<file path="config.mk">
export PLATFORM = sky130hd
export DESIGN_NAME = vps_line16_decoder
export DESIGN_NICKNAME = d
export VERILOG_FILES = /design/src/vps_pkg.sv /design/src/vps_i2c_if.sv /design/src/vps_i2c_slave.sv /design/src/vps_line16_decoder.sv
export SDC_FILE = /design/constraint.sdc
export NUM_CORES = 1
export LEC_CHECK = 0
export BUFFER_PORTS_ARGS = -buffer_cell sky130_fd_sc_hd__buf_2
export CAP_MARGIN = 20
export CORE_MARGIN = 1.5
export CORE_UTILIZATION = 65
export CTS_CLUSTER_DIAMETER = 80
export DETAILED_ROUTE_END_ITERATION = 7
export PLACE_DENSITY = 0.93
export SYNTH_ARGS = -nofsm -noshare
export SYNTH_HDL_FRONTEND = slang
export SYNTH_SLANG_ARGS = --single-unit
</file>
<file path="constraint.sdc">
create_clock -name i_mclk -period 4.7 [get_ports i_mclk]
set_input_delay 0.94 -clock i_mclk [delete_from_list [all_inputs] [get_ports i_mclk]]
set_output_delay 0.94 -clock i_mclk [all_outputs]
set_load 0.02 [all_outputs]
</file>
<file path="src/vps_pkg.sv">
// Purpose: Shared constants and types for the line-16 label decoder
// Assumes: 200 MHz system clock
// Notes: Sync timing counts are derived from times in ns, the tick count from rates in Hz
package vps_pkg;
   localparam int unsigned CLK_HZ = 200_000_000;
   localparam int unsigned CLK_MHZ = CLK_HZ / 1_000_000;
   localparam int unsigned TICK_HZ = 5_000_000;
   localparam int unsigned TICK_CYC = CLK_HZ / TICK_HZ;
   localparam int unsigned TICK_HALF = TICK_CYC / 2;
   localparam int unsigned BROAD_NS = 15000;
   localparam int unsigned BROAD_CYC = (BROAD_NS * CLK_MHZ + 999) / 1000;
   localparam int unsigned LINE_GAP_NS = 48000;
   localparam int unsigned LINE_GAP_CYC_DEF = (LINE_GAP_NS * CLK_MHZ + 999) / 1000;
   localparam int TMR_W = 15;
   localparam int TICK_W = 6;
   localparam logic [4:0] LINE_VPS = 5'h10;
   localparam logic [4:0] LINE_AT_VSYNC = 5'h01;
   localparam logic [4:0] LINE_SAT = 5'h1F;
   localparam logic [3:0] BYTE_FIRST = 4'h3;
   localparam logic [3:0] BYTE_LAST = 4'hE;
   localparam logic [3:0] BYTE_SINGLE = 4'h5;
   localparam logic [3:0] BYTE_RUN = 4'hB;
   localparam int START_W = 14;
   localparam logic [13:0] START_PAT_DEF = 14'h3A65;
   localparam logic FIRST_PARITY = 1'b1;
   localparam logic [7:0] ADDR_BASE = 8'h21;
   localparam int ADDR_SEL_BIT = 1;
   localparam logic [7:0] BLANK_BYTE = 8'hFF;
   localparam int NSLOT = 5;
   localparam logic [2:0] SLOT_LAST = 3'h4;
   localparam logic [3:0] BITS_PER_BYTE = 4'h8;
   typedef enum logic [2:0] {I2C_IDLE, I2C_ADDR, I2C_ACKA, I2C_SEND, I2C_ACKM} i2c_state_t;
   typedef enum logic [1:0] {DEC_IDLE, DEC_HUNT, DEC_DATA, DEC_DONE} dec_state_t;
endpackage : vps_pkg

</file>
<file path="src/vps_i2c_if.sv">
// Purpose: Carrier between decoder core and serial slave
// Assumes: Pins already synchronised
// Notes: Slave reports busy and end of a read
`timescale 1ns/1ps
`default_nettype none
interface vps_i2c_if;
   logic scl;
   logic sda;
   logic addr_sel;
   logic [7:0] tx_byte;
   logic busy;
   logic read_done;
   logic sda_oe;
   logic [2:0] slot;
   modport slave (input scl, sda, addr_sel, tx_byte, output busy, read_done, sda_oe, slot);
   modport core (output scl, sda, addr_sel, tx_byte, input busy, read_done, sda_oe, slot);
endinterface : vps_i2c_if
`default_nettype wire

</file>
<file path="src/vps_i2c_slave.sv">
// Purpose: Read-only serial slave transmitter
// Assumes: scl and sda are synchronised to i_mclk
// Notes: Drives sda low only; oe high pulls the line low
`timescale 1ns/1ps
`default_nettype none
module vps_i2c_slave (
   input wire logic i_mclk,
   input wire logic i_rst_b,
   vps_i2c_if.slave bus
);
   vps_pkg::i2c_state_t state_reg;
   logic scl_d_reg;
   logic sda_d_reg;
   logic [3:0] cnt_reg;
   logic [7:0] shift_reg;
   logic [2:0] slot_reg;
   logic oe_reg;
   logic sent_reg;
   logic done_reg;
   wire scl_rise = bus.scl & ~scl_d_reg;
   wire scl_fall = ~bus.scl & scl_d_reg;
   wire start_cond = bus.scl & scl_d_reg & sda_d_reg & ~bus.sda;
   wire stop_cond = bus.scl & scl_d_reg & ~sda_d_reg & bus.sda;
   wire [7:0] my_addr = {vps_pkg::ADDR_BASE[7:2], bus.addr_sel, vps_pkg::ADDR_BASE[0]};
   wire [2:0] slot_next = (slot_reg == vps_pkg::SLOT_LAST) ? 3'h0 : slot_reg + 3'h1;

   assign bus.busy = (state_reg != vps_pkg::I2C_IDLE);
   assign bus.read_done = done_reg;
   assign bus.sda_oe = oe_reg;
   assign bus.slot = slot_reg;

   always_ff @(posedge i_mclk or negedge i_rst_b) begin
      if (!i_rst_b) begin
         state_reg <= vps_pkg::I2C_IDLE;
         scl_d_reg <= 1'b1;
         sda_d_reg <= 1'b1;
         cnt_reg <= 4'h0;
         shift_reg <= 8'h00;
         slot_reg <= 3'h0;
         oe_reg <= 1'b0;
         sent_reg <= 1'b0;
         done_reg <= 1'b0;
      end else begin
         scl_d_reg <= bus.scl;
         sda_d_reg <= bus.sda;
         done_reg <= 1'b0;
         if (start_cond) begin
            state_reg <= vps_pkg::I2C_ADDR;
            cnt_reg <= 4'h0;
            slot_reg <= 3'h0;
            oe_reg <= 1'b0;
            done_reg <= sent_reg;
            sent_reg <= 1'b0;
         end else if (stop_cond) begin
            state_reg <= vps_pkg::I2C_IDLE;
            oe_reg <= 1'b0;
            done_reg <= sent_reg;
            sent_reg <= 1'b0;
         end else begin
            unique case (state_reg)
               vps_pkg::I2C_IDLE: begin
                  oe_reg <= 1'b0;
               end
               vps_pkg::I2C_ADDR: begin
                  if (scl_rise) begin
                     shift_reg <= {shift_reg[6:0], bus.sda};
                     cnt_reg <= cnt_reg + 4'h1;
                  end else if (scl_fall && cnt_reg == vps_pkg::BITS_PER_BYTE) begin
                     // Write direction is never acknowledged
                     if (shift_reg == my_addr) begin
                        oe_reg <= 1'b1;
                        state_reg <= vps_pkg::I2C_ACKA;
                     end else begin
                        state_reg <= vps_pkg::I2C_IDLE;
                     end
                  end
               end
               vps_pkg::I2C_ACKA: begin
                  if (scl_fall) begin
                     shift_reg <= bus.tx_byte;
                     oe_reg <= ~bus.tx_byte[7];
                     cnt_reg <= 4'h0;
                     state_reg <= vps_pkg::I2C_SEND;
                  end
               end
               vps_pkg::I2C_SEND: begin
                  if (scl_rise) begin
                     cnt_reg <= cnt_reg + 4'h1;
                  end else if (scl_fall) begin
                     if (cnt_reg == vps_pkg::BITS_PER_BYTE) begin
                        oe_reg <= 1'b0;
                        state_reg <= vps_pkg::I2C_ACKM;
                     end else begin
                        oe_reg <= ~shift_reg[6];
                        shift_reg <= {shift_reg[6:0], 1'b0};
                     end
                  end
               end
               vps_pkg::I2C_ACKM: begin
                  if (scl_rise) begin
                     sent_reg <= 1'b1;
                     if (!bus.sda) begin
                        slot_reg <= slot_next;
                        state_reg <= vps_pkg::I2C_ACKA;
                     end else begin
                        state_reg <= vps_pkg::I2C_IDLE;
                     end
                  end
               end
            endcase
         end
      end
   end
endmodule : vps_i2c_slave
`default_nettype wire

</file>
<file path="src/vps_line16_decoder.sv">
// Purpose: Line-16 label telegram decoder with serial read-out
// Assumes: Sliced data and composite sync arrive as logic levels
// Notes: Sync is active low; all pins are synchronised first
// Contract
// - 5 MHz time base locked to lines
// - Find line 16, decode only there
// - Check start code and biphase, store result
// - Answer address 21h or 23h by select
// - First-field output high in first field
// - Line-present output shows telegram reception in the first field
// - Test select swaps outputs for internal signals
// - Start condition points to byte 11
// - After a read, registers become FF
// - Update only on good telegram, bus idle
`timescale 1ns/1ps
`default_nettype none
module vps_line16_decoder #(
   parameter int unsigned LINE_GAP_CYC = vps_pkg::LINE_GAP_CYC_DEF,
   parameter logic [vps_pkg::START_W-1:0] START_PAT = vps_pkg::START_PAT_DEF
) (
   input wire logic i_mclk,
   input wire logic i_rst_b,
   input wire logic i_composite_sync_b,
   input wire logic i_sliced_data,
   input wire logic i_scl,
   input wire logic i_sda,
   input wire logic i_address_select,
   input wire logic i_test_select,
   output logic o_sda_out,
   output logic o_sda_oe,
   output logic o_vps_line_present,
   output logic o_first_field
);
   localparam int NSYNC = 6;
   // Pin idle levels, so no false edge follows reset
   localparam logic [NSYNC-1:0] PIN_IDLE = 6'h0D;
   logic [NSYNC-1:0] meta_reg;
   logic [NSYNC-1:0] pin_reg;
   wire sync_b = pin_reg[0];
   wire data_in = pin_reg[1];
   wire test_sel = pin_reg[5];
   wire addr_sel = pin_reg[4];

   vps_i2c_if bus ();
   assign bus.scl = pin_reg[2];
   assign bus.sda = pin_reg[3];
   assign bus.addr_sel = addr_sel;

   logic sync_d_reg;
   logic data_d_reg;
   logic [vps_pkg::TMR_W-1:0] low_reg;
   logic [vps_pkg::TMR_W-1:0] gap_reg;
   logic [4:0] line_reg;
   logic [3:0] eq_reg;
   logic vs_seen_reg;
   logic field1_reg;
   logic [vps_pkg::TICK_W-1:0] tick_cnt_reg;
   logic tick_tgl_reg;
   logic line16_d_reg;
   vps_pkg::dec_state_t dec_reg;
   logic [vps_pkg::START_W-1:0] pat_reg;
   logic half_reg;
   logic h1_reg;
   logic [6:0] sh_reg;
   logic [2:0] bit_reg;
   logic [3:0] byte_reg;
   logic err_reg;
   logic got_ok_reg;
   logic present_reg;
   logic [7:0] buf_reg [vps_pkg::NSLOT];
   logic [7:0] tx_reg [vps_pkg::NSLOT];
   logic lp_reg;
   logic ff_reg;
   logic sda_out_reg;

   function automatic logic slot_valid(input logic [3:0] idx);
      slot_valid = (idx == vps_pkg::BYTE_SINGLE) ||
                   (idx >= vps_pkg::BYTE_RUN && idx <= vps_pkg::BYTE_LAST);
   endfunction : slot_valid

   function automatic logic [2:0] slot_of(input logic [3:0] idx);
      logic [3:0] d;
      d = idx - vps_pkg::BYTE_RUN;
      slot_of = (idx == vps_pkg::BYTE_SINGLE) ? vps_pkg::SLOT_LAST : d[2:0];
   endfunction : slot_of

   // Sync pulse timing and line counting
   wire sync_fall = ~sync_b & sync_d_reg;
   wire broad = ~sync_b && (low_reg == vps_pkg::BROAD_CYC[vps_pkg::TMR_W-1:0]);
   wire full_line = (gap_reg >= LINE_GAP_CYC[vps_pkg::TMR_W-1:0]);
   wire line16 = (line_reg == vps_pkg::LINE_VPS);
   wire tmr_sat = &gap_reg;

   // Half-bit time base
   wire data_edge = data_in ^ data_d_reg;
   wire tick = (tick_cnt_reg == vps_pkg::TICK_CYC[vps_pkg::TICK_W-1:0] - 6'h01);

   // Telegram bit assembly
   wire [vps_pkg::START_W-1:0] pat_next = {pat_reg[vps_pkg::START_W-2:0], data_in};
   wire bit_bad = (data_in == h1_reg);
   wire [7:0] byte_val = {sh_reg, h1_reg};
   wire byte_end = (dec_reg == vps_pkg::DEC_DATA) && tick && half_reg && (bit_reg == 3'h7);
   wire last_byte = byte_end && (byte_reg == vps_pkg::BYTE_LAST);
   wire telegram_ok = last_byte && ~err_reg && ~bit_bad;
   wire commit = telegram_ok && ~bus.busy;
   wire [2:0] cur_slot = slot_of(byte_reg);

   assign bus.tx_byte = tx_reg[bus.slot];

   // Output selection, test signals by address select
   wire lp_next = test_sel ? (addr_sel ? sync_b : line16) : present_reg;
   wire ff_next = test_sel ? (addr_sel ? err_reg : tick_tgl_reg) : field1_reg;

   vps_i2c_slave i_vps_i2c_slave (
      .i_mclk(i_mclk),
      .i_rst_b(i_rst_b),
      .bus(bus)
   );

   always_ff @(posedge i_mclk or negedge i_rst_b) begin
      if (!i_rst_b) begin
         meta_reg <= PIN_IDLE;
         pin_reg <= PIN_IDLE;
      end else begin
         meta_reg <= {i_test_select, i_address_select, i_sda, i_scl, i_sliced_data,
                      i_composite_sync_b};
         pin_reg <= meta_reg;
      end
   end

   always_ff @(posedge i_mclk or negedge i_rst_b) begin
      if (!i_rst_b) begin
         sync_d_reg <= 1'b1;
         low_reg <= '0;
         gap_reg <= '0;
         line_reg <= vps_pkg::LINE_SAT;
         eq_reg <= 4'h0;
         vs_seen_reg <= 1'b0;
         field1_reg <= 1'b0;
      end else begin
         sync_d_reg <= sync_b;
         low_reg <= sync_b ? '0 : (low_reg + {{(vps_pkg::TMR_W-1){1'b0}}, ~(&low_reg)});
         if (sync_fall) begin
            gap_reg <= '0;
            if (full_line) begin
               eq_reg <= 4'h0;
               vs_seen_reg <= 1'b0;
               if (line_reg != vps_pkg::LINE_SAT) begin
                  line_reg <= line_reg + 5'h01;
               end
            end else begin
               eq_reg <= eq_reg + 4'h1;
            end
         end else begin
            gap_reg <= gap_reg + {{(vps_pkg::TMR_W-1){1'b0}}, ~tmr_sat};
         end
         if (broad && !vs_seen_reg) begin
            vs_seen_reg <= 1'b1;
            line_reg <= vps_pkg::LINE_AT_VSYNC;
            field1_reg <= (eq_reg[0] == vps_pkg::FIRST_PARITY);
         end
      end
   end

   always_ff @(posedge i_mclk or negedge i_rst_b) begin
      if (!i_rst_b) begin
         data_d_reg <= 1'b0;
         tick_cnt_reg <= '0;
         tick_tgl_reg <= 1'b0;
      end else begin
         data_d_reg <= data_in;
         if (sync_fall) begin
            tick_cnt_reg <= '0;
         end else if (line16 && data_edge) begin
            tick_cnt_reg <= vps_pkg::TICK_HALF[vps_pkg::TICK_W-1:0];
         end else if (tick) begin
            tick_cnt_reg <= '0;
         end else begin
            tick_cnt_reg <= tick_cnt_reg + 6'h01;
         end
         if (tick) begin
            tick_tgl_reg <= ~tick_tgl_reg;
         end
      end
   end

   always_ff @(posedge i_mclk or negedge i_rst_b) begin
      if (!i_rst_b) begin
         dec_reg <= vps_pkg::DEC_IDLE;
         pat_reg <= '0;
         half_reg <= 1'b0;
         h1_reg <= 1'b0;
         sh_reg <= 7'h00;
         bit_reg <= 3'h0;
         byte_reg <= vps_pkg::BYTE_FIRST;
         err_reg <= 1'b0;
         got_ok_reg <= 1'b0;
         present_reg <= 1'b0;
         line16_d_reg <= 1'b0;
      end else begin
         line16_d_reg <= line16;
         if (line16_d_reg && !line16 && field1_reg) begin
            present_reg <= got_ok_reg;
         end
         if (!line16) begin
            dec_reg <= vps_pkg::DEC_IDLE;
         end else if (tick) begin
            unique case (dec_reg)
               vps_pkg::DEC_IDLE: begin
                  dec_reg <= vps_pkg::DEC_HUNT;
                  pat_reg <= '0;
                  err_reg <= 1'b0;
                  got_ok_reg <= 1'b0;
               end
               vps_pkg::DEC_HUNT: begin
                  pat_reg <= pat_next;
                  if (pat_next == START_PAT) begin
                     dec_reg <= vps_pkg::DEC_DATA;
                     byte_reg <= vps_pkg::BYTE_FIRST;
                     bit_reg <= 3'h0;
                     half_reg <= 1'b0;
                  end
               end
               vps_pkg::DEC_DATA: begin
                  half_reg <= ~half_reg;
                  if (!half_reg) begin
                     h1_reg <= data_in;
                  end else begin
                     if (bit_bad) begin
                        err_reg <= 1'b1;
                     end
                     sh_reg <= byte_val[6:0];
                     bit_reg <= bit_reg + 3'h1;
                     if (byte_end) begin
                        byte_reg <= byte_reg + 4'h1;
                     end
                     if (last_byte) begin
                        got_ok_reg <= telegram_ok;
                        dec_reg <= vps_pkg::DEC_DONE;
                     end
                  end
               end
               vps_pkg::DEC_DONE: begin
                  dec_reg <= vps_pkg::DEC_DONE;
               end
            endcase
         end
      end
   end

   for (genvar i = 0; i < vps_pkg::NSLOT; i++) begin : g_slot
      always_ff @(posedge i_mclk or negedge i_rst_b) begin
         if (!i_rst_b) begin
            buf_reg[i] <= vps_pkg::BLANK_BYTE;
            tx_reg[i] <= vps_pkg::BLANK_BYTE;
         end else begin
            if (byte_end && slot_valid(byte_reg) && cur_slot == 3'(i)) begin
               buf_reg[i] <= byte_val;
            end
            if (commit) begin
               tx_reg[i] <= (cur_slot == 3'(i)) ? byte_val : buf_reg[i];
            end else if (bus.read_done) begin
               tx_reg[i] <= vps_pkg::BLANK_BYTE;
            end
         end
      end
   end

   always_ff @(posedge i_mclk or negedge i_rst_b) begin
      if (!i_rst_b) begin
         lp_reg <= 1'b0;
         ff_reg <= 1'b0;
         sda_out_reg <= 1'b0;
      end else begin
         lp_reg <= lp_next;
         ff_reg <= ff_next;
         sda_out_reg <= 1'b0;
      end
   end

   assign o_vps_line_present = lp_reg;
   assign o_first_field = ff_reg;
   assign o_sda_out = sda_out_reg;
   assign o_sda_oe = bus.sda_oe;
endmodule : vps_line16_decoder
`default_nettype wire

</file>
# After elaboration in Yosys (flattened, before gate mapping)
# Index checks and enable logic that the tools add are counted.
# word_totals
register_bits,202
in_bits,8
output_inout_bits,4
word_cells,294
# op_classes
addsub,10
order_cmp,4
n_eq_ne,49
n_mux,99
n_bitwise,26
n_reduce_logical,62
# ops
cell,count
$mux 8,18
$mux 3,18
$mux 4,8
$add 15x1->15,2
$mux 15,2
$reduce_and 15->1,2
$mux 1,27
$pmux 13 s2,1
$bmux 8 s3,1
$ne 4x1->1 const B,6
$pmux 8 s3,1
$reduce_and 4->1,6
$logic_and 1x1->1,20
$mux 5,4
$mux 6,3
$reduce_bool 2->1,9
$not 1->1,16
$pmux 4 s2,2
$reduce_and 8->1,2
$eq 15x12->1 const B,1
$ge 15x14->1 const B,1
$reduce_and 5->1,3
$reduce_bool 3->1,5
$eq 14x14->1 const B,1
other kinds (43),91

# Depth between registers and ports, before layout
# Gate-level depths: netlist of run 1.
# logic_depth
word_depth,10
ltp_mapped,9
depth_no_buf,9

# Hierarchy
# A second synthesis of run 1 with hierarchy kept.
# hier_totals
cells_unflattened,839
area_unflattened_um2,9611.7
# modules_own_cells
mod,instances,cells_per_inst,area_per_inst_um2,seq_area_each_um2
vps_line16_decoder,1,715,8242.9,4521.8
vps_i2c_slave,1,124,1368.8,578.1

# Least setup slack after synthesis of run 1
# No wires, ideal clock.
# synth_timing
path_type,reg2reg
startpoint,reg byte_reg[1]
endpoint,reg buf_reg[16] in the netlist's numbering
setup_ns,0.082
arrival_ns,2.205
required_time_ns,4.618
path_slack_ns,2.413
path_stages_with_launch,10
n_path_buf,2
period_less_slack_ns,2.287
cell_sequence,dfstp_2 > inv_1 > ha_1 > nor2b_1 > o21ai_1 > and3_1 > buf_2 > and2_0 > buf_2 > mux2_2
# synth_between
elab_chain_cells,5
word_cells_on_any_way,10
classes_between,1 x add/sub; 2 x order compare; 2 x eq/ne; 1 x mux; 4 x reduce/logical
# synth_lines
item,line,rtl
from (decl),vps_line16_decoder.sv:66,logic [3:0] byte_reg;
from (signal assigned),vps_line16_decoder.sv:195,byte_reg <= vps_pkg::BYTE_FIRST;
from (signal assigned),vps_line16_decoder.sv:219,byte_reg <= vps_pkg::BYTE_FIRST;
from (signal assigned),vps_line16_decoder.sv:235,byte_reg <= byte_reg + 4'h1;
"parallel branches: the longest is 4 deep, another holds $sub 3x2->3",-,
$logic_and 1x1->1 (*),vps_line16_decoder.sv:257,if (byte_end && slot_valid(byte_reg) && cur_slot == 3'(i)) begin
"to (signal, indexed assignment)",vps_line16_decoder.sv:254,buf_reg[i] <= vps_pkg::BLANK_BYTE;
"to (signal, indexed assignment)",vps_line16_decoder.sv:258,buf_reg[i] <= byte_val;
to (decl),vps_line16_decoder.sv:70,logic [7:0] buf_reg [vps_pkg::NSLOT];
# Every way passes the cells marked *.
# A chain may end at the register's enable or synchronous reset.

# Final worst setup path of run 1
# layout_timing
startpoint,reg byte_reg[1]
endpoint,reg buf_reg[36] in the netlist's numbering
# layout_between
elab_chain_cells,5
word_cells_on_any_way,10
classes_between,1 x add/sub; 2 x order compare; 1 x eq/ne; 1 x mux; 5 x reduce/logical
# layout_lines
item,line
"parallel branches: the longest is 4 deep, another holds $sub 3x2->3",-
$logic_and 1x1->1 (*),vps_line16_decoder.sv:257
# Marked as above.

==> impl_metrics.json, run 1 <==
{
  "clk_latency_ns": 0.45,
  "switching_share_pct": 24.7,
  "timing.final.ws_setup_ns": 1.63,
  "antenna_cells": 0,
  "rrSetupSlack_ns": 1.63,
  "synth.avg_cell_area_um2": 11.6,
  "fmax_mhz": 326,
  "internal_power_mw": 2.70,
  "num_io_pins": 12,
  "h-tree-depth": 4,
  "cp_slowest_cell": "nor3b_2",
  "fin_setup_tns_ns": 0,
  "max_slew.worst_pin.slew_ns": 1.04,
  "cts_root_buffer": "clkbuf_16",
  "dr.pass1.iters": 5,
  "drt_wl_total_mm": 20.2,
  "p_leak_nw": 4.24,
  "clkPwrFrac_pct": 41.0,
  "period_needed_ns": 3.07,
  "synth_cell_types": 63,
  "grt_pass1_wl_mm": 33.7,
  "p_per_area_nw_per_um2": 346,
  "cp_data_required_time_ns": 5.07,
  "synth-main-ff-cell": "dfrtp_1",
  "die-area_um2": 15600,
  "wl_per_cell_um": 19.9,
  "grt_pass1_vias": 6574,
  "cts_tree": "built",
  "viasPerCell": 6.39,
  "clkTransAtPathRegs_ns": 0.07,
  "cap_violations": 0,
  "endpoint_kind": "flip-flop",
  "worst-path-max-fanout": 9,
  "r2r_start": "byte_reg[1]",
  "yosys-top-cells-area": "dfrtp_1 27%, dfstp_2 26%, mux2i_1 8.9%, mux2_2 5.9%, nor2_1 3.6%",
  "grt_usage_pct": 27.3,
  "port_buffers": 10,
  "die_y_um": 125,
  "numCtsBuffers": 17,
  "yosysWarnings": 0,
  "cpPeakStageDelay_ns": 0.78,
  "ff2ff_path_depth": 7,
  "start_util_pct": 66.4,
  "fillerInstances": 880,
  "post_cts_buffers": 0,
  "arrival_ns": 3.43,
  "critPathKind": "reg2reg",
  "clock_skew_ns": 0.0119,
  "setup_violations": 0,
  "p_comb_share_pct": 6.7,
  "hold_class": "reg2reg",
  "yosys.area.top_type": "dfrtp_1",
  "cts_sinks": 199,
  "holdBufCountCts": 0,
  "cts_resized": 0,
  "power_frac_seq_pct": 52.3,
  "rsz0062_at_grt": "false",
  "syn-num-nets": 860,
  "core_area_um2": 14500,
  "power.switching_mw": 0.886,
  "cpLargestDelayFamily": "simple AND/OR/NAND/NOR gates",
  "pre_cts_slack_ns": 1.77,
  "drive_gt1_share_pct": 25.5,
  "crit_end": "buf_reg[36]",
  "cp-start-kind": "flip-flop",
  "gp_congestion": 0.903,
  "ant_nets": 0,
  "cts_max_path_buffers": 2,
  "synth_edf_count": 0,
  "antenna_found_initial": 0,
  "crit_chain": "inv_1 -> ha_1 -> nor2b_1 -> o21ai_1 -> nor3b_2 -> nand2_1 -> mux2_2",
  "synth_top_area_share_pct": 26.7,
  "slew_headroom_pct": 30.7,
  "min_period_over_period_pct": 65.3,
  "hold_violations": 0,
  "drt_iter0_markers": 623,
  "grt_max_degree": 107,
  "vias": 6496,
  "drc": 0,
  "ys_seq_area_share_pct": 52.8,
  "final_util_pct": 71.3,
  "critPathBufInv": 1,
  "nets": 851,
  "outcome": "completed",
  "slew_violations": 0,
  "core.rowCount": 44,
  "synth_async_sr_flop_share_pct": 100,
  "overflow": 0,
  "syn_inst": 829,
  "die_x_um": 125,
  "path_depth": 7,
  "place_hpwl_mm": 12.4,
  "reg2reg_to": "buf_reg[36]",
  "syn_to_final_growth_pct": 7.37,
  "synth_area_um2": 9660,
  "hold_slack_ns": 0.349,
  "cp-startpoint": "byte_reg[1]",
  "yosys_register_bits": 199,
  "irDropWorstVdd_v": 0.000297
}
==> through the flow <==
stage	area, µm²	cells	power, mW
3_3_place_gp	9780	985	2.12
5_1_grt	10400	1017	3.72
2_1_floorplan	9660	829	2.05
3_5_place_dp	9780	985	2.14
4_1_cts	10400	1017	3.60
6_report	10400	1017	3.59
==> worst min-delay path by stage <==
stage | from | endpoint | slack [ns] | depth (start not counted)
finish | meta_reg[1] | pin_reg[1] | 0.35 | 0
global route | meta_reg[0] | pin_reg[0] | 0.36 | 0
floorplan | meta_reg[1] | pin_reg[1] | 0.33 | 0
CTS | meta_reg[1] | pin_reg[1] | 0.35 | 0
detailed placement | meta_reg[1] | pin_reg[1] | 0.33 | 0
global placement | meta_reg[1] | pin_reg[1] | 0.34 | 0
==> cell type report <==
class	count	area (µm²)	share of cell area, %
inverters	18	67.6	0.652
repair buffers	14	101	0.977
multi-input cells	570	4280	41.3
well taps	184	230	2.22
flip-flops and latches	199	5100	49.2
clock inverters	14	150	1.45
clock buffers	18	439	4.24
==> synthesized netlist by cell type (all sizes together) (4+ instances only) <==
master	instances
a21oi	25
a22o	19
and2	6
and3	8
and4	6
buf	21
clkbuf	21
dfrtp	103
dfstp	96
ha	23
inv	18
mux2	51
mux2i	86
mux4	7
nand2	46
nand2b	8
nand3	36
nand3b	5
nand4	13
nand4bb	4
nor2	93
nor2b	11
nor3	5
nor4	6
nor4b	4
o211ai	5
o21ai	19
o2bb2ai	4
o31ai	4
or3	7
xnor2	13
xor2	25
==> routing by layer <==
layer  up-vias  GRT usage [%]  part of all wire (%)
met5         -              0                     0
met4         0           11.4                   3.0
met3        59           7.35                   6.8
met2       234           41.9                    47
met1      3276           36.9                    43
li1       2927              -                     -
==> kinds of logic after synthesis <==
family | synth area share, %
XOR/XNOR | 3.45
multiplexers | 16.5
buffers and inverters | 2.97
adder cells (fa/ha/maj) | 2.98
flip-flops | 52.8
AO/OA/AOI/OAI | 6.71
other | 0.0388
AND/OR/NAND/NOR | 14.6
==> cell usage in the layout (no fill, tap or decap), types with 11 or more instances in the layout <==
cell type / instances
a21oi_1: 25
a22o_1: 18
clkbuf_16: 17
dfrtp_1: 103
dfstp_2: 96
ha_1: 23
inv_1: 18
mux2_2: 51
mux2i_1: 86
nand2_1: 46
nand3_1: 36
nand4_1: 13
nor2_1: 93
nor2b_1: 11
o21ai_0: 17
xnor2_1: 13
xor2_1: 25
==> power by group through the flow <==
stage | clock network, mW | logic [mW] | registers [mW]
finish | 1.47 | 0.239 | 1.88
global route | 1.55 | 0.277 | 1.89
CTS | 1.48 | 0.242 | 1.88
detailed placement | 0 | 0.238 | 1.90
global placement | 0 | 0.226 | 1.90
floorplan | 0 | 0.170 | 1.88
Note: power is estimated with default switching activity, not from simulation.
==> run 2: changes to the inputs <==
CORE_UTILIZATION = 57   (was 65)
PLACE_DENSITY = 0.87   (was 0.93)
clock period = 2.7 ns   (was 4.7 ns; I/O delays follow)
==> run 2 against run 1 <==
Compared with the run above:
- non-clock buffer count grew 19
- flip-flop and latch count is the same
- clock-buffer cell count shrank 1
- register-to-register slack lost 1.5 ns
- final area grew 2.7%
- wire length shrank 3.4%
- sequential share of layout area shrank 1.3 points
- global-route usage shrank 3.6 points
- critical path depth is the same
- clock power grew 88%
- via count shrank 1.3%
- sequential power grew 74%
==> impl_metrics.json, run 2 (same netlist as run 1, synthesis figures left out) <==
{
  "worst-path-max-fanout": 40,
  "crit_chain": "ha_1 -> nand3_1 -> or3_1 -> or3_4 -> nor4_4 -> buf_12 -> mux2i_1",
  "hold_violations": 0,
  "hold_class": "in2async",
  "cts_resized": 0,
  "clock_skew_ns": 0.0181,
  "start_util_pct": 58.2,
  "grt_max_degree": 71,
  "fin_setup_tns_ns": 0,
  "drive_gt1_share_pct": 27.1,
  "ant_nets": 0,
  "antenna_found_initial": 0,
  "die-area_um2": 17700,
  "cp_slowest_cell": "dfstp_2",
  "viasPerCell": 5.98,
  "die_y_um": 133,
  "clk_latency_ns": 0.44,
  "antenna_cells": 0,
  "endpoint_kind": "flip-flop",
  "p_leak_nw": 4.36,
  "timing.final.ws_setup_ns": 0.152,
  "most-common-layout-cells": "103 x dfrtp_1, 96 x dfstp_2, 93 x nor2_1",
  "num_io_pins": 12,
  "slew_headroom_pct": 46.7,
  "numCtsBuffers": 17,
  "outcome": "completed",
  "h-tree-depth": 4,
  "cts_root_buffer": "clkbuf_16",
  "vias": 6413,
  "slew_violations": 0,
  "cpLargestDelayFamily": "simple AND/OR/NAND/NOR gates",
  "min_period_over_period_pct": 94.4,
  "nets": 870,
  "p_per_area_nw_per_um2": 608,
  "cpPeakStageDelay_ns": 0.59,
  "critPathBufInv": 1,
  "critPathKind": "reg2reg",
  "cap_violations": 0,
  "drt_wl_total_mm": 19.5,
  "final_common_cell": "dfrtp_1",
  "grt_pass1_vias": 6581,
  "drc": 0,
  "cp_data_required_time_ns": 3.05,
  "grt_usage_pct": 23.6,
  "syn_to_final_growth_pct": 10.2,
  "cts_tree": "built",
  "clkTransAtPathRegs_ns": 0.08,
  "arrival_ns": 2.90,
  "grt_pass1_wl_mm": 32.9,
  "gp_congestion": 0.837,
  "drt_iter0_markers": 443,
  "period_needed_ns": 2.55,
  "holdBufCountCts": 0,
  "cts_max_path_buffers": 2,
  "post_cts_buffers": 0,
  "port_buffers": 10,
  "irDropWorstVdd_v": 0.000412,
  "dr.pass1.iters": 5,
  "fmax_mhz": 393,
  "pre_cts_slack_ns": 0.224,
  "core.rowCount": 47,
  "max_slew.worst_pin.slew_ns": 0.800,
  "setup_violations": 0,
  "core_area_um2": 16600,
  "rsz0062_at_grt": "false",
  "cp-start-kind": "flip-flop",
  "wl_per_cell_um": 18.2,
  "die_x_um": 133,
  "fillerInstances": 1132,
  "place_hpwl_mm": 12.5,
  "cts_sinks": 199,
  "overflow": 0
}
run 2: stage by stage:
| step | hold WS, ns | power (mW) | instances | area (µm²) | utilization (%) |
|---|---|---|---|---|---|
| 3_3_place_gp | 0.334 | 3.71 | 1040 | 9990 | 60.3 |
| 2_1_floorplan | 0.244 | 3.57 | 829 | 9660 | - |
| 3_5_place_dp | 0.336 | 3.74 | 1040 | 9990 | 60.3 |
| 6_report | 0.0833 | 6.47 | 1072 | 10600 | 64.2 |
| 4_1_cts | 0.0986 | 6.52 | 1072 | 10600 | 64.2 |
| 5_1_grt | 0.117 | 6.71 | 1072 | 10600 | 64.2 |
run 2: layout make-up:
cell class	count	area, µm²	area share, %
Clock buffer	17	425	4.00
Clock inverter	15	226	2.13
Inverter	18	67.6	0.635
Multi-Input combinational cell	570	4280	40.2
Sequential cell	199	5100	47.9
Tap cell	220	275	2.59
Timing Repair Buffer	33	269	2.53
run 2: power breakdown:
| part | total [mW] | switching (mW) | internal (mW) | leakage [nW] |
|---|---|---|---|---|
| combinational | 0.435 | 0.242 | 0.192 | 1.67 |
| clock | 2.77 | 1.13 | 1.65 | 0.298 |
| sequential | 3.27 | 0.141 | 3.13 | 2.39 |
run 2: final timing paths:
check / start / to / slack [ns] / cells past startpoint
setup / recovery: byte_reg[1] / tx_reg[4] / 0.15 / 7
setup reg to reg: byte_reg[1] / tx_reg[4] / 0.15 / 7
hold reg to reg: meta_reg[5] / pin_reg[5] / 0.34 / 0
max in group asynchronous: i_rst_b / sync_d_reg / 1.82 / 2
min in group i_mclk: i_sliced_data / meta_reg[1] / 0.20 / 1
hold / removal: i_rst_b / pat_reg[1] / 0.08 / 1
run 2: per-layer routing:
layer / up-vias / share of wire [%] / GRT usage (%)
met5: - / 0 / 0
li1: 2948 / - / -
met3: 37 / 4.6 / 4.95
met4: 0 / 2.2 / 9.36
met1: 3259 / 44 / 31.4
met2: 169 / 49 / 38.3
==> run 3: changes to the inputs <==
CORE_UTILIZATION = 63   (was 57)
GPL_ROUTABILITY_DRIVEN = 0   (was not set)
PLACE_DENSITY = 0.91   (was 0.87)
clock period = 2.6 ns   (was 2.7 ns; I/O delays follow)
==> run 3 against run 2 <==
Compared with the run above:
- the flow now finishes with violations (setup timing)
- non-clock buffer count grew 3
- cell count shrank 2.7%
- clock-buffer cell count grew 2
- critical path depth up 1
- final area grew 0.20%
- wire length is 8.3% higher
- worst hold slack got worse by 0.012 ns
- setup slack got worse by 0.21 ns
- core utilization is 6.5 points higher
- largest power group unchanged
==> impl_metrics.json, run 3 (same netlist as run 1, synthesis figures left out) <==
{
  "p_leak_nw": 4.39,
  "overflow": 0,
  "final_util_pct": 70.7,
  "antenna_found_initial": 0,
  "drt_iter0_markers": 621,
  "outcome": "finished, violations left",
  "numCtsBuffers": 17,
  "clock_skew_ns": 0.00860,
  "nets": 873,
  "drive_gt1_share_pct": 27.8,
  "dp_cells": 1008,
  "fin_setup_tns_ns": -0.497,
  "rsz0062_at_grt": "true",
  "critPathBufInv": 2,
  "min_period_over_period_pct": 102,
  "dpl_cell_area_um2": 9950,
  "setup_violations": 26,
  "drt_wl_total_mm": 21.1,
  "clkPwrFrac_pct": 42.5,
  "final_common_cell": "dfrtp_1",
  "fmax_mhz": 376,
  "crit_chain": "ha_2 -> nand3_1 -> or3_1 -> or3_4 -> nor4_4 -> buf_6 -> buf_12 -> mux2i_1",
  "die_x_um": 127,
  "period_needed_ns": 2.66,
  "cts_sinks": 199,
  "port_buffers": 10,
  "viasPerCell": 6.39,
  "fillerInstances": 913,
  "design_area_um2": 10700,
  "max_slew.worst_pin.slew_ns": 0.784,
  "regArea_um2": 5100,
  "violations": "setup timing",
  "drc": 0,
  "die_y_um": 127,
  "cts_tree": "built",
  "syn_to_final_growth_pct": 10.4,
  "start_util_pct": 64.0,
  "multiInputGateArea_um2": 4310,
  "die-area_um2": 16100,
  "slew_headroom_pct": 47.7,
  "p_per_area_nw_per_um2": 630,
  "cts_max_path_buffers": 2,
  "irDropWorstVdd_v": 0.000404,
  "antenna_cells": 0,
  "fin_cells": 1043,
  "arrival_ns": 3.02,
  "place_hpwl_mm": 12.9,
  "cpLargestDelayFamily": "simple AND/OR/NAND/NOR gates",
  "cap_violations": 0,
  "core.rowCount": 45,
  "cts_root_buffer": "clkbuf_16",
  "hold_slack_ns": 0.0715,
  "num_io_pins": 12,
  "clk_latency_ns": 0.45,
  "endpoint_kind": "flip-flop",
  "grt_usage_pct": 26.5,
  "worst-path-max-fanout": 20,
  "internal_power_mw": 5.15,
  "cp_slowest_cell": "dfstp_2",
  "wl_per_cell_um": 20.3,
  "switching_share_pct": 23.4,
  "p_comb_share_pct": 6.9,
  "holdBufCountCts": 0,
  "grt_pass1_vias": 6537,
  "h-tree-depth": 4,
  "grt_max_degree": 68,
  "timing.final.ws_setup_ns": -0.0594,
  "dr.pass1.iters": 7,
  "hold_violations": 0,
  "cpPeakStageDelay_ns": 0.58,
  "rrSetupSlack_ns": -0.06,
  "most-common-layout-cells": "103 x dfrtp_1, 96 x dfstp_2, 93 x nor2_1",
  "critPathKind": "reg2reg",
  "cp_data_required_time_ns": 2.96,
  "cp-start-kind": "flip-flop",
  "grt_pass1_wl_mm": 33.2,
  "core_area_um2": 15100,
  "power_frac_seq_pct": 50.6,
  "vias": 6667,
  "hold_class": "in2async",
  "power.switching_mw": 1.57,
  "slew_violations": 0,
  "ant_nets": 0,
  "clkTransAtPathRegs_ns": 0.07
}
run 3: cell types whose count changed in the layout (fill, tap and decap cells not counted):
| cell | change |
|---|---|
| buf_6 | +2 |
| clkbuf_1 | +2 |
| clkbuf_16 | +1 |
| clkinv_2 | +3 |
| clkinv_4 | -1 |
| clkinvlp_4 | -4 |
| ha_1 | -1 |
| ha_2 | +1 |
| mux2i_1 | -5 |
| mux2i_2 | +4 |
| mux2i_4 | +1 |
run 3: routing by layer:
layer / track usage (%) / vias up / share of wire (%) / wire, µm
met5: 0 / - / 0 / 0
met3: 5.65 / 65 / 6.4 / 1340
li1: - / 2961 / - / -
met2: 42.1 / 266 / 49 / 10400
met4: 10.7 / 0 / 3.0 / 627
met1: 35.8 / 3375 / 42 / 8800
run 3: path summary, 6_finish.rpt:
check | startpoint | to | cells after the start
max | byte_reg[1] | tx_reg[10] | 8
min | i_rst_b | i_vps_i2c_slave.bus.slot[0] | 1
max reg2reg | byte_reg[1] | tx_reg[10] | 8
min reg2reg | meta_reg[1] | pin_reg[1] | 0
max in group asynchronous | i_rst_b | meta_reg[3] | 2
min in group i_mclk | i_scl | meta_reg[2] | 1
run 3: metrics by stage:
stage,setup WS (ns),total power [mW]
floorplan,0.313,3.71
global placement,0.215,3.85
detailed placement,0.108,3.90
CTS,0.0684,6.73
global route,-0.117,6.94
finish,-0.0594,6.72
run 3: layout make-up:
| class | count | area share, % |
|---|---|---|
| inverter | 18 | 0.634 |
| timing repair buffer | 36 | 2.97 |
| sequential | 199 | 47.8 |
| clock buffer | 19 | 4.06 |
| multi-input combinational | 570 | 40.4 |
| tap | 188 | 2.21 |
| clock inverter | 13 | 1.90 |
run 3: repair_timing:
action / 4_1_cts / 5_1_grt
resized for setup: 0 / 11
endpoints found under the setup margin: 0 / 10
buffers inserted: 0 / 1
run 3: power groups by stage:
stage | Sequential, mW | Clock (mW) | Combinational (mW)
2_1_floorplan | 3.40 | 0 | 0.308
3_3_place_gp | 3.43 | 0 | 0.417
3_5_place_dp | 3.44 | 0 | 0.455
4_1_cts | 3.40 | 2.87 | 0.464
5_1_grt | 3.42 | 3.00 | 0.517
6_report | 3.40 | 2.86 | 0.462
